<file path="src/hw/frm_pkg.sv">
// Constants, carrier structs and enumerations for the fault response manager
package frm_pkg;

    // ------------------------------------------------------------------
    // Clock and timing
    // ------------------------------------------------------------------
    localparam int CLK_KHZ            = 250000;
    localparam int RETRY_FAST_MS      = 100;
    localparam int RETRY_SLOW_MS      = 1000;
    localparam int RETRY_FAST_CYCLES  = RETRY_FAST_MS * CLK_KHZ;
    localparam int RETRY_SLOW_CYCLES  = RETRY_SLOW_MS * CLK_KHZ;
    localparam int REPORT_LAG_MAX_MS  = 200;
    localparam int CLEAR_LAG_MAX_MS   = 200;
    localparam int CNT_W              = 32;

    // ------------------------------------------------------------------
    // Bus current limit
    // ------------------------------------------------------------------
    localparam int REF_W              = 16;
    localparam int HYST_PCT           = 5;
    localparam int PCT_FULL           = 100;

    // ------------------------------------------------------------------
    // Encodings and reset values
    // ------------------------------------------------------------------
    localparam logic [1:0] OCP_LATCHED   = 2'h0;
    localparam logic [1:0] OCP_RETRY     = 2'h1;
    localparam logic       SETTING_ON    = 1'h1;
    localparam logic       PULSE_RST     = 1'h0;
    localparam logic       LIMIT_RST     = 1'h0;
    localparam logic       STAGE_RST     = 1'h0;

    // ------------------------------------------------------------------
    // Carriers
    // ------------------------------------------------------------------
    typedef struct packed {
        logic motorSupplyLow;
        logic analogSupplyLow;
        logic chargePumpLowVoltage;
        logic overvoltage;
        logic phaseOvercurrent;
        logic regulatorLowVoltage;
        logic regulatorOvercurrent;
        logic slowRetryFault;
        logic reportOnlyFault;
    } frm_pins_t;

    typedef struct packed {
        logic chargePumpLowVoltage;
        logic overvoltage;
        logic phaseOvercurrent;
    } frm_gate_flags_t;

    typedef enum logic [2:0] {
        FRM_NONE       = 3'h0,
        FRM_REPORT     = 3'h1,
        FRM_RETRY_FAST = 3'h3,
        FRM_RETRY_SLOW = 3'h2,
        FRM_LATCHED    = 3'h6
    } frm_class_t;

endpackage : frm_pkg

</file>
<file path="src/hw/fault_response_manager.sv">
// Fault supervision, reporting, recovery and bus current limiting
`timescale 1ns/1ns
// Overview of operation
// - In fault state the speed pulse output holds the fault level setting.
// - In idle state the speed pulse output holds the idle level setting.
// - Current limiting works only when enabled; threshold from the limit value input.
// - While limiting, limited speed and current references are lowered.
// - A status output shows when current limiting restricts the reference.
// - Limiting engages at the limit and releases five percent below it.
// - Every actionable fault pulls the fault output low while the core is on.
// - With alarm enabled and the core on, actionable faults also drive the alarm pin high.
// - Report-only faults use fault pin if alarm disabled, else alarm only.
// - Priority is latched, slow retry, fast retry, then report-only.
// - Two retry faults together re-enable only after the longer interval.
// - Latched fault keeps power stage off until the clear bit is written.
// - Retry faults re-enable the stage after the interval following removal.
// - Fault reporting lags stage shutdown by at most 200 ms.
// - A clear command finishes clearing a latched fault within 200 ms.
// - Motor or analog supply low: stage off, core off, no report, auto recover.
// - Charge pump low: stage off, core on, reported, auto recover.
// - Overvoltage ignored when disabled; else stage off, reported, auto recover.
// - Phase overcurrent: stage off, reported; latched or timed retry per select.
module fault_response_manager #(
    parameter int RETRY_FAST_CYCLES = frm_pkg::RETRY_FAST_CYCLES,
    parameter int RETRY_SLOW_CYCLES = frm_pkg::RETRY_SLOW_CYCLES,
    parameter int REF_W             = frm_pkg::REF_W
) (
    // Clock and reset
    input  wire logic                    mclk,
    input  wire logic                    rst_n,
    // Fault detector pins, asynchronous
    input  wire frm_pkg::frm_pins_t      faultPins,
    // Configuration and commands
    input  wire logic                    pulseLevelInFault,
    input  wire logic                    pulseLevelInIdle,
    input  wire logic                    overvoltageProtectEnable,
    input  wire logic [1:0]              overcurrentResponseSelect,
    input  wire logic                    alarmPinEnable,
    input  wire logic                    clearFaultBit,
    // Speed pulse path
    input  wire logic                    speedPulseRaw,
    input  wire logic                    speedCommandZero,
    output logic                         speedPulseOutput,
    // Bus current limit
    input  wire logic                    busCurrentLimitEnable,
    input  wire logic [REF_W-1:0]        busCurrentLimit,
    input  wire logic [REF_W-1:0]        busCurrent,
    input  wire logic [REF_W-1:0]        speedReference,
    input  wire logic [REF_W-1:0]        currentReference,
    output logic [REF_W-1:0]             limitedSpeedReference,
    output logic [REF_W-1:0]             limitedCurrentReference,
    output logic                         busCurrentLimitStatus,
    // Fault reporting and power stage
    output logic                         faultOutputLow_n,
    output logic                         alarmOutput,
    output logic                         powerStageEnable,
    output logic                         digitalCoreEnable,
    output frm_pkg::frm_gate_flags_t     gateStageFaultFlags,
    output frm_pkg::frm_class_t          faultClass
);

    // ------------------------------------------------------------------
    // Functions
    // ------------------------------------------------------------------
    // Retry timer: reloads while the condition is present, counts down after
    function automatic logic [frm_pkg::CNT_W:0] retryStep(
        input logic                      cond,
        input logic                      pending,
        input logic [frm_pkg::CNT_W-1:0] cnt,
        input logic [frm_pkg::CNT_W-1:0] reload
    );
        logic [frm_pkg::CNT_W:0] r;
        r = {pending, cnt};
        if (cond) begin
            r = {1'h1, reload};
        end else if (pending && cnt != '0) begin
            r = {1'h1, cnt - frm_pkg::CNT_W'(1)};
        end else begin
            r = {1'h0, {frm_pkg::CNT_W{1'h0}}};
        end
        return r;
    endfunction : retryStep

    // Reference tracker: steps down while limiting, follows the command otherwise
    function automatic logic [REF_W-1:0] refStep(
        input logic             limiting,
        input logic [REF_W-1:0] cur,
        input logic [REF_W-1:0] cmd
    );
        logic [REF_W-1:0] r;
        r = cur;
        if (cur > cmd) begin
            r = cmd;
        end else if (limiting) begin
            if (cur != '0) begin
                r = cur - REF_W'(1);
            end
        end else if (cur < cmd) begin
            r = cur + REF_W'(1);
        end
        return r;
    endfunction : refStep

    // Release threshold of the limit comparison
    function automatic logic [REF_W-1:0] releaseLevel(
        input logic [REF_W-1:0] limit
    );
        logic [REF_W+7:0] scaled;
        scaled = '0;
        scaled = (REF_W+8)'(limit) * (REF_W+8)'(frm_pkg::PCT_FULL - frm_pkg::HYST_PCT);
        scaled = scaled / (REF_W+8)'(frm_pkg::PCT_FULL);
        return scaled[REF_W-1:0];
    endfunction : releaseLevel

    // ------------------------------------------------------------------
    // Pin synchroniser
    // ------------------------------------------------------------------
    frm_pkg::frm_pins_t pinMeta_reg;
    frm_pkg::frm_pins_t pinSync_reg;

    always_ff @(posedge mclk or negedge rst_n) begin
        if (!rst_n) begin
            pinMeta_reg <= '0;
            pinSync_reg <= '0;
        end else begin
            pinMeta_reg <= faultPins;
            pinSync_reg <= pinMeta_reg;
        end
    end

    // ------------------------------------------------------------------
    // Fault state
    // ------------------------------------------------------------------
    logic                      latched_reg;
    logic                      latched_next;
    logic                      fastPending_reg;
    logic                      fastPending_next;
    logic [frm_pkg::CNT_W-1:0] fastCnt_reg;
    logic [frm_pkg::CNT_W-1:0] fastCnt_next;
    logic                      slowPending_reg;
    logic                      slowPending_next;
    logic [frm_pkg::CNT_W-1:0] slowCnt_reg;
    logic [frm_pkg::CNT_W-1:0] slowCnt_next;
    logic                      ocpRetryMode;
    logic                      ovpActive;
    logic                      coreOff;
    logic                      autoStageOff;
    logic                      actionable;
    logic                      reportOnly;

    always_comb begin
        ocpRetryMode = (overcurrentResponseSelect == frm_pkg::OCP_RETRY);
        ovpActive    = pinSync_reg.overvoltage && (overvoltageProtectEnable == frm_pkg::SETTING_ON);
        // Set wins over clear; clear takes hold only once the condition is gone
        latched_next = (pinSync_reg.phaseOvercurrent && !ocpRetryMode)
                     || (latched_reg && !clearFaultBit);
        {fastPending_next, fastCnt_next} = retryStep(pinSync_reg.phaseOvercurrent && ocpRetryMode,
                                                     fastPending_reg, fastCnt_reg,
                                                     frm_pkg::CNT_W'(RETRY_FAST_CYCLES));
        {slowPending_next, slowCnt_next} = retryStep(pinSync_reg.slowRetryFault,
                                                     slowPending_reg, slowCnt_reg,
                                                     frm_pkg::CNT_W'(RETRY_SLOW_CYCLES));
        coreOff      = pinSync_reg.motorSupplyLow || pinSync_reg.analogSupplyLow
                     || pinSync_reg.regulatorOvercurrent;
        autoStageOff = coreOff || pinSync_reg.chargePumpLowVoltage || ovpActive
                     || pinSync_reg.regulatorLowVoltage;
        actionable   = latched_reg || fastPending_reg || slowPending_reg
                     || pinSync_reg.chargePumpLowVoltage || ovpActive;
        reportOnly   = pinSync_reg.reportOnlyFault;
    end

    always_ff @(posedge mclk or negedge rst_n) begin
        if (!rst_n) begin
            latched_reg     <= 1'h0;
            fastPending_reg <= 1'h0;
            fastCnt_reg     <= '0;
            slowPending_reg <= 1'h0;
            slowCnt_reg     <= '0;
        end else begin
            latched_reg     <= latched_next;
            fastPending_reg <= fastPending_next;
            fastCnt_reg     <= fastCnt_next;
            slowPending_reg <= slowPending_next;
            slowCnt_reg     <= slowCnt_next;
        end
    end

    // ------------------------------------------------------------------
    // Reporting and power stage
    // ------------------------------------------------------------------
    frm_pkg::frm_class_t      class_reg;
    frm_pkg::frm_class_t      class_next;
    logic                     faultLow_reg;
    logic                     faultLow_next;
    logic                     alarm_reg;
    logic                     alarm_next;
    logic                     stage_reg;
    logic                     stage_next;
    logic                     core_reg;
    logic                     core_next;
    logic                     pulse_reg;
    logic                     pulse_next;
    frm_pkg::frm_gate_flags_t flags_reg;
    frm_pkg::frm_gate_flags_t flags_next;

    always_comb begin
        // Highest ranking fault present sets the response
        if (latched_reg) begin
            class_next = frm_pkg::FRM_LATCHED;
        end else if (slowPending_reg) begin
            class_next = frm_pkg::FRM_RETRY_SLOW;
        end else if (fastPending_reg) begin
            class_next = frm_pkg::FRM_RETRY_FAST;
        end else if (reportOnly) begin
            class_next = frm_pkg::FRM_REPORT;
        end else begin
            class_next = frm_pkg::FRM_NONE;
        end
        // Undervoltage of motor or analog supply is not reported
        faultLow_next = !coreOff && (actionable
                      || (reportOnly && alarmPinEnable != frm_pkg::SETTING_ON));
        alarm_next    = !coreOff && (alarmPinEnable == frm_pkg::SETTING_ON)
                      && (actionable || reportOnly);
        // Both retry timers must lapse, so the longer one decides
        stage_next    = !latched_reg && !fastPending_reg && !slowPending_reg && !autoStageOff
                      && !latched_next && !fastPending_next && !slowPending_next;
        core_next     = !coreOff;
        flags_next.chargePumpLowVoltage = pinSync_reg.chargePumpLowVoltage;
        flags_next.overvoltage          = ovpActive;
        flags_next.phaseOvercurrent     = latched_reg || fastPending_reg
                                        || pinSync_reg.phaseOvercurrent;
        if (actionable) begin
            pulse_next = pulseLevelInFault;
        end else if (speedCommandZero) begin
            pulse_next = pulseLevelInIdle;
        end else begin
            pulse_next = speedPulseRaw;
        end
    end

    always_ff @(posedge mclk or negedge rst_n) begin
        if (!rst_n) begin
            class_reg    <= frm_pkg::FRM_NONE;
            faultLow_reg <= 1'h0;
            alarm_reg    <= 1'h0;
            stage_reg    <= frm_pkg::STAGE_RST;
            core_reg     <= 1'h0;
            pulse_reg    <= frm_pkg::PULSE_RST;
            flags_reg    <= '0;
        end else begin
            class_reg    <= class_next;
            faultLow_reg <= faultLow_next;
            alarm_reg    <= alarm_next;
            stage_reg    <= stage_next;
            core_reg     <= core_next;
            pulse_reg    <= pulse_next;
            flags_reg    <= flags_next;
        end
    end

    // ------------------------------------------------------------------
    // Bus current limit
    // ------------------------------------------------------------------
    logic             limit_reg;
    logic             limit_next;
    logic [REF_W-1:0] speedLim_reg;
    logic [REF_W-1:0] speedLim_next;
    logic [REF_W-1:0] currentLim_reg;
    logic [REF_W-1:0] currentLim_next;

    always_comb begin
        if (busCurrentLimitEnable != frm_pkg::SETTING_ON) begin
            limit_next = 1'h0;
        end else if (busCurrent >= busCurrentLimit) begin
            limit_next = 1'h1;
        end else if (busCurrent < releaseLevel(busCurrentLimit)) begin
            limit_next = 1'h0;
        end else begin
            limit_next = limit_reg;
        end
        speedLim_next   = refStep(limit_reg, speedLim_reg, speedReference);
        currentLim_next = refStep(limit_reg, currentLim_reg, currentReference);
    end

    always_ff @(posedge mclk or negedge rst_n) begin
        if (!rst_n) begin
            limit_reg      <= frm_pkg::LIMIT_RST;
            speedLim_reg   <= '0;
            currentLim_reg <= '0;
        end else begin
            limit_reg      <= limit_next;
            speedLim_reg   <= speedLim_next;
            currentLim_reg <= currentLim_next;
        end
    end

    // ------------------------------------------------------------------
    // Outputs
    // ------------------------------------------------------------------
    assign speedPulseOutput        = pulse_reg;
    assign faultOutputLow_n        = !faultLow_reg;
    assign alarmOutput             = alarm_reg;
    assign powerStageEnable        = stage_reg;
    assign digitalCoreEnable       = core_reg;
    assign gateStageFaultFlags     = flags_reg;
    assign faultClass              = class_reg;
    assign busCurrentLimitStatus   = limit_reg;
    assign limitedSpeedReference   = speedLim_reg;
    assign limitedCurrentReference = currentLim_reg;

endmodule : fault_response_manager

</file>
<file path="config.mk">
export PLATFORM = sky130hd
export DESIGN_NAME = fault_response_manager
export DESIGN_NICKNAME = d
export VERILOG_FILES = /design/src/hw/frm_pkg.sv /design/src/hw/fault_response_manager.sv
export SDC_FILE = /design/constraint.sdc
export NUM_CORES = 1
export LEC_CHECK = 0
export BUFFER_PORTS_ARGS = -buffer_cell sky130_fd_sc_hd__buf_2
export CAP_MARGIN = 10
export CORE_UTILIZATION = 50
export CTS_BUF_LIST = sky130_fd_sc_hd__clkbuf_2 sky130_fd_sc_hd__clkbuf_4 sky130_fd_sc_hd__clkbuf_8
export DETAILED_ROUTE_END_ITERATION = 8
export MAX_ROUTING_LAYER = met4
export PLACE_DENSITY = 0.69
export RECOVER_POWER = 25
export SYNTH_ARGS = -nofsm -noshare
export SYNTH_HDL_FRONTEND = slang
export SYNTH_SLANG_ARGS = --single-unit
</file>
<file path="constraint.sdc">
create_clock -name mclk -period 5.3 [get_ports mclk]
set_input_delay 0.53 -clock mclk [delete_from_list [all_inputs] [get_ports mclk]]
set_output_delay 0.53 -clock mclk [all_outputs]
set_load 0.01 [all_outputs]
</file>
==> Yosys cells after proc, flatten, opt, wreduce, memory -nomap -nowiden <==
Index checks and enable logic that the tools add are counted.
{ "word_totals": {"input_bits": 85, "output_inout_bits": 44, "register_bits": 129, "word_cells": 123} }
{ "classes": {"div_mod_pow": 1, "multipliers": 1, "reduce_logical": 48, "eq_ne": 4, "n_lt_le_gt_ge": 6, "n_bitwise": 1, "addsub": 6, "muxes": 21} }
{ "ops": {"columns": ["op", "n"], "rows": [
  ["33-bit 2-to-1 mux", 4],
  ["16-bit 2-to-1 mux", 8],
  ["32-bit nonzero test", 2],
  ["32-bit by 1-bit subtractor with 32-bit output, second input constant", 2],
  ["16-bit < comparator", 3],
  ["16-bit by 1-bit adder with 16-bit output, second input constant", 2],
  ["16-bit > comparator", 2],
  ["16-bit nonzero test", 2],
  ["16-bit by 1-bit subtractor with 16-bit output, second input constant", 2],
  ["23-bit by 7-bit divider with 24-bit output, second input constant", 1],
  ["16-bit by 7-bit multiplier with 23-bit output, second input constant", 1],
  ["16-bit >= comparator", 1],
  ["1-bit logical AND", 16],
  ["1-bit logical OR", 13],
  ["1-bit logical NOT", 11],
  ["3-bit 2-to-1 mux", 3],
  ["3-bit by 1-bit inequality test with 1-bit output, second input constant", 3],
  ["1-bit 2-to-1 mux", 6],
  ["3-bit nonzero test", 2],
  ["2-bit AND reduction", 2],
  ["2-bit by 1-bit equality test with 1-bit output, second input constant", 1],
  ["1-bit NOT", 1]
]} }

==> Longest topological paths before layout <==
{ "depth": {"ltp_word": 10, "depth_mapped": 68, "mapped_depth_nobuf": 59} }

==> Least setup slack after synthesis <==
No wires, ideal clock.
{ "synth_timing": {"path_type": "input port to flip-flop", "start": "input busCurrentLimit[13]", "end": "register limit_reg, in the netlist busCurrentLimitStatus", "setup_time_ns": 0.122, "t_arrival_ns": 14.163, "setup_slack_ns": -8.985, "path_buffers": 3, "stages": 57, "required_time_ns": 5.178, "path_cell_list": "inv_1 fa_1 inv_1 fa_1 fa_1 inv_1 fa_1 inv_1 ha_1 buf_2 a21oi_1 o21a_1 o211ai_1 or4_4 a222oi_1 o32ai_1 mux2i_4 a31oi_1 [... 21 more ...] a31oi_2 mux2_2 nor3_2 a21oi_1 o2111a_1 o41ai_1 a21oi_1 a31oi_1 mux2_2 o2bb2ai_1 a21boi_0 ha_1 o211ai_1 nor2_1 a21oi_1 a211oi_1 and2_1 a32o_1"} }
{ "synth_via": {"elab_chain_len": 4, "word_cells_on_any_way": 7, "cone_classes": "mul (1); div (1); order compare (2); eq/ne (1); mux (2)"} }
{ "synth_lines": {"columns": ["element", "line", "rtl"], "rows": [
  ["from (decl)", "fault_response_manager.sv:46", "input wire logic [REF_W-1:0] busCurrentLimit,"],
  ["16-bit by 7-bit multiplier with 23-bit output", "fault_response_manager.sv:110", "scaled = (REF_W+8)'(limit) * (REF_W+8)'(frm_pkg::PCT_FULL - frm_pkg::HYST_PCT);"],
  ["23-bit by 7-bit divider with 24-bit output", "fault_response_manager.sv:111", "scaled = scaled / (REF_W+8)'(frm_pkg::PCT_FULL);"],
  ["16-bit < comparator", "fault_response_manager.sv:276", "end else if (busCurrent < releaseLevel(busCurrentLimit)) begin"],
  ["3-bit by 1-bit inequality test with 1-bit output (no line)", null, null],
  ["to (signal assigned)", "fault_response_manager.sv:287", "limit_reg <= frm_pkg::LIMIT_RST;"],
  ["to (signal assigned)", "fault_response_manager.sv:291", "limit_reg <= limit_next;"],
  ["to (decl)", "fault_response_manager.sv:264", "logic limit_reg;"]
]} }
Parallel ways exist; a longest one is shown, timed or not.
A chain may end at the register's enable or synchronous reset.

==> Final worst setup path <==
{ "layout_timing": {"start": "input busCurrentLimit[5]", "end": "register limit_reg, in the netlist busCurrentLimitStatus"} }
Same word-level chain as after synthesis.

==> metrics.cfg <==
[clocking]
cts_root_buffer = clkbuf_8
cts.htree.levels = 4
cts_buffer_depth = 2
clock_sinks = 129
worst_skew_pair.late_latency_ps = 480
tritoncts = done
worst_setup_hold_path_clk_slew_ps = 70
ctsHoldBuffers = 0
tritoncts.num_buffers = 17

[sta]
timing.final.crit_period_ps = 13830
worst_slew_margin_rel_pct = -75.7
clock.fmax_mhz = 72.3
hold_viol_final = 0
tightestPinTransition_ps = 2640
final.period_utilization_pct = 261
skew_ps = 11.3
rsz_0062_raised_after_global_routing = yes
finalWorstSetupSlack_ps = -8530
timing_max_transition_violations_final = 91
final_setup_violation_count = 1
hold-worst-slack_ps = 160

[routing]
drt-total-wl_um = 45200
detailedRoute.firstPassIterationCount = 7
vias = 15700
drt-wirelength-per-cell_um = 16.4
detail-route-antenna-nets = 0
remaining_drc_errors = 0
post_drt_via_cell_ratio = 5.71
dr.first_iter.drc_count = 892

[worst_setup_path]
cp-startpoint = busCurrentLimit[5]
critical_path_peak_fanout = 6
critPathCapture = busCurrentLimitStatus
max_stage_delay_ps = 570
cp.required_ps = 5660
worst-r2r-setup-slack_ps = 1240
ff2ff_path_depth = 20
cp-end-kind = flop
critical_setup_path_kind = in2reg
critPathLaunchType = input pin
worst_path_max_delay_cell = or4_4
crit-reg2reg-launch = busCurrentLimitStatus
arrival_ps = 14190
worstReg2RegEnd = limitedCurrentReference[15]
critical-path-top-cell-by-count = buf_4

[floorplan]
die_y_um = 176
num_io_pins = 129
start_util_pct = 51.0
die_x_um = 176
floorplan.core_area_mm2 = 0.0297
rows = 63
fp.dieArea_mm2 = 0.0310

[layout]
drive_gt1_share_pct = 33.8
final-instance-count-excl-fill = 2748
antennaDiodeCount = 0
nNetsFinal = 2634
syn2layout_area_growth_pct = 37.0
postLayoutCoreUtil_pct = 69.8
fin_area_mm2 = 0.0208

[synth]
yosys_most_used_dff = dfrtp_1
top_cells_by_area_synth = dfrtp_1 (21%), ha_1 (12%), fa_1 (7.4%)
synth.ff_latch_count = 129
synth_top_cell_by_area = dfrtp_1
synth.net_count = 2099
synth-seq-area-share_pct = 21.3
async_flop_share_pct = 100
synthMostInstantiatedCell = inv_1
netlist_instances = 1811
netlist_top_cells_count = inv_1 (154), ha_1 (147), nor2_1 (136)
ys_warn_count = 0
syn-cell-area_mm2 = 0.0152
synth.lib_cells_used.distinct = 105
synth-edff-count = 0
synth_top_area_share_pct = 21.3
syn-mean-instance-area_um2 = 8.37

[global_route]
gr-total-overflow = 0
grt_pass1_wl_um = 74700
grt_use_met1_pct = 36.7
grt_util_met3_pct = 4.01
grt_start_max_net_pins = 49
number_of_antenna_violations_at_the_first_check_in_global_routing = 0
gr-usage-met2_pct = 51.1
layer_with_the_highest_usage_after_global_routing = met2
first_global_vias = 15900
grt_util_all_layers_pct = 30.3

[hold_path]
hold_path_startpoint = faultPins[4]
min_path_type = in2reg

[outcome]
failed_checks = max-capacitance violations, max-slew violations, negative setup slack
status = complete, but fails checks

[place]
detailedPlacementHpwl_um = 35300
place_area_mm2 = 0.0192
gp_congestion = 0.975
placed_cells_incl_taps = 2680
buffer_ports.inserted = 128

[job]
timing.max_cap.violations = 2

## per-layer routing
metal  part of all wire, %  wire length (µm)
met4                   3.0              1360
met1                    44             19700
met2                    49             22200
met3                   4.1              1870
met5                     0                 0
## worst min-delay path by stage
stage	to	slack (ps)	cells after the start
floorplan	alarmOutput	230	0
global placement	pinSync_reg[5]	330	0
CTS	fastCnt_reg[7]	70	1
detailed placement	pinSync_reg[2]	340	0
finish	pinMeta_reg[4]	160	1
global route	pinMeta_reg[4]	140	1
## kinds of logic after synthesis
group | after synthesis | synth area share, %
and+or+nand+nor | 559 | 18.3
adders and majority gates | 208 | 19.9
muxes | 48 | 3.39
DFF | 129 | 21.3
xor gates and xnor gates | 133 | 7.84
buffers and inverters | 220 | 5.77
AOI/OAI and AO/OA | 514 | 23.6
## layout by cell type, fill, tap and decap left out, types with 15 or more instances in the layout
cell,Yosys,layout
buf_4,3,445
inv_1,154,149
ha_1,147,139
nor2_1,136,133
dfrtp_1,129,129
nand2_1,132,127
buf_2,18,122
o21ai_0,107,100
a21oi_1,109,90
xnor2_1,82,79
fa_1,56,56
nor3_1,59,53
xor2_1,48,47
o21bai_1,34,34
mux2i_1,39,34
nand3_1,36,33
nand2b_1,29,29
nor4_1,35,28
o211ai_1,26,26
a21o_1,24,24
clkbuf_8,0,21
a21oi_2,2,20
nand4_1,20,20
or3_1,24,17
nor2b_1,17,17
and2_1,21,15
o21a_1,16,15
## per-stage QoR
stage / setup WS [ps] / setup TNS, ps
finish: -8530 / -8530
global route: -9130 / -9130
CTS: -8450 / -8450
detailed placement: -9600 / -9600
global placement: -9220 / -9220
floorplan: -8700 / -8700
## area by class of cell
type,instances,area (µm²)
Clock buffer,22,297
Clock inverter,9,129
Fill cell,2309,8960
Inverter,157,598
Multi-Input combinational cell,1462,11900
Sequential cell,129,3230
Tap cell,390,488
Timing Repair Buffer,579,4070
## critical path: cells and delay by family
family                   cells  cell delay [ps]
XOR/XNOR                     1              160
AO/OA/AOI/OAI               26             5480
multiplexers                 3              810
adder cells (fa/ha/maj)      6             2470
buffers and inverters       16             2050
AND/OR/NAND/NOR             13             2640
## what timing repair did
| item | CTS | global route |
|---|---|---|
| endpoints found under the setup margin | 1 | 1 |
| pin swaps | 53 | 35 |
| gates resized for setup | 97 | 71 |
| setup buffers | 27 | 10 |
Power is left out: the tool's default activity adds up to more than one toggle a clock period on the data nets, which glitch-free logic cannot reach.
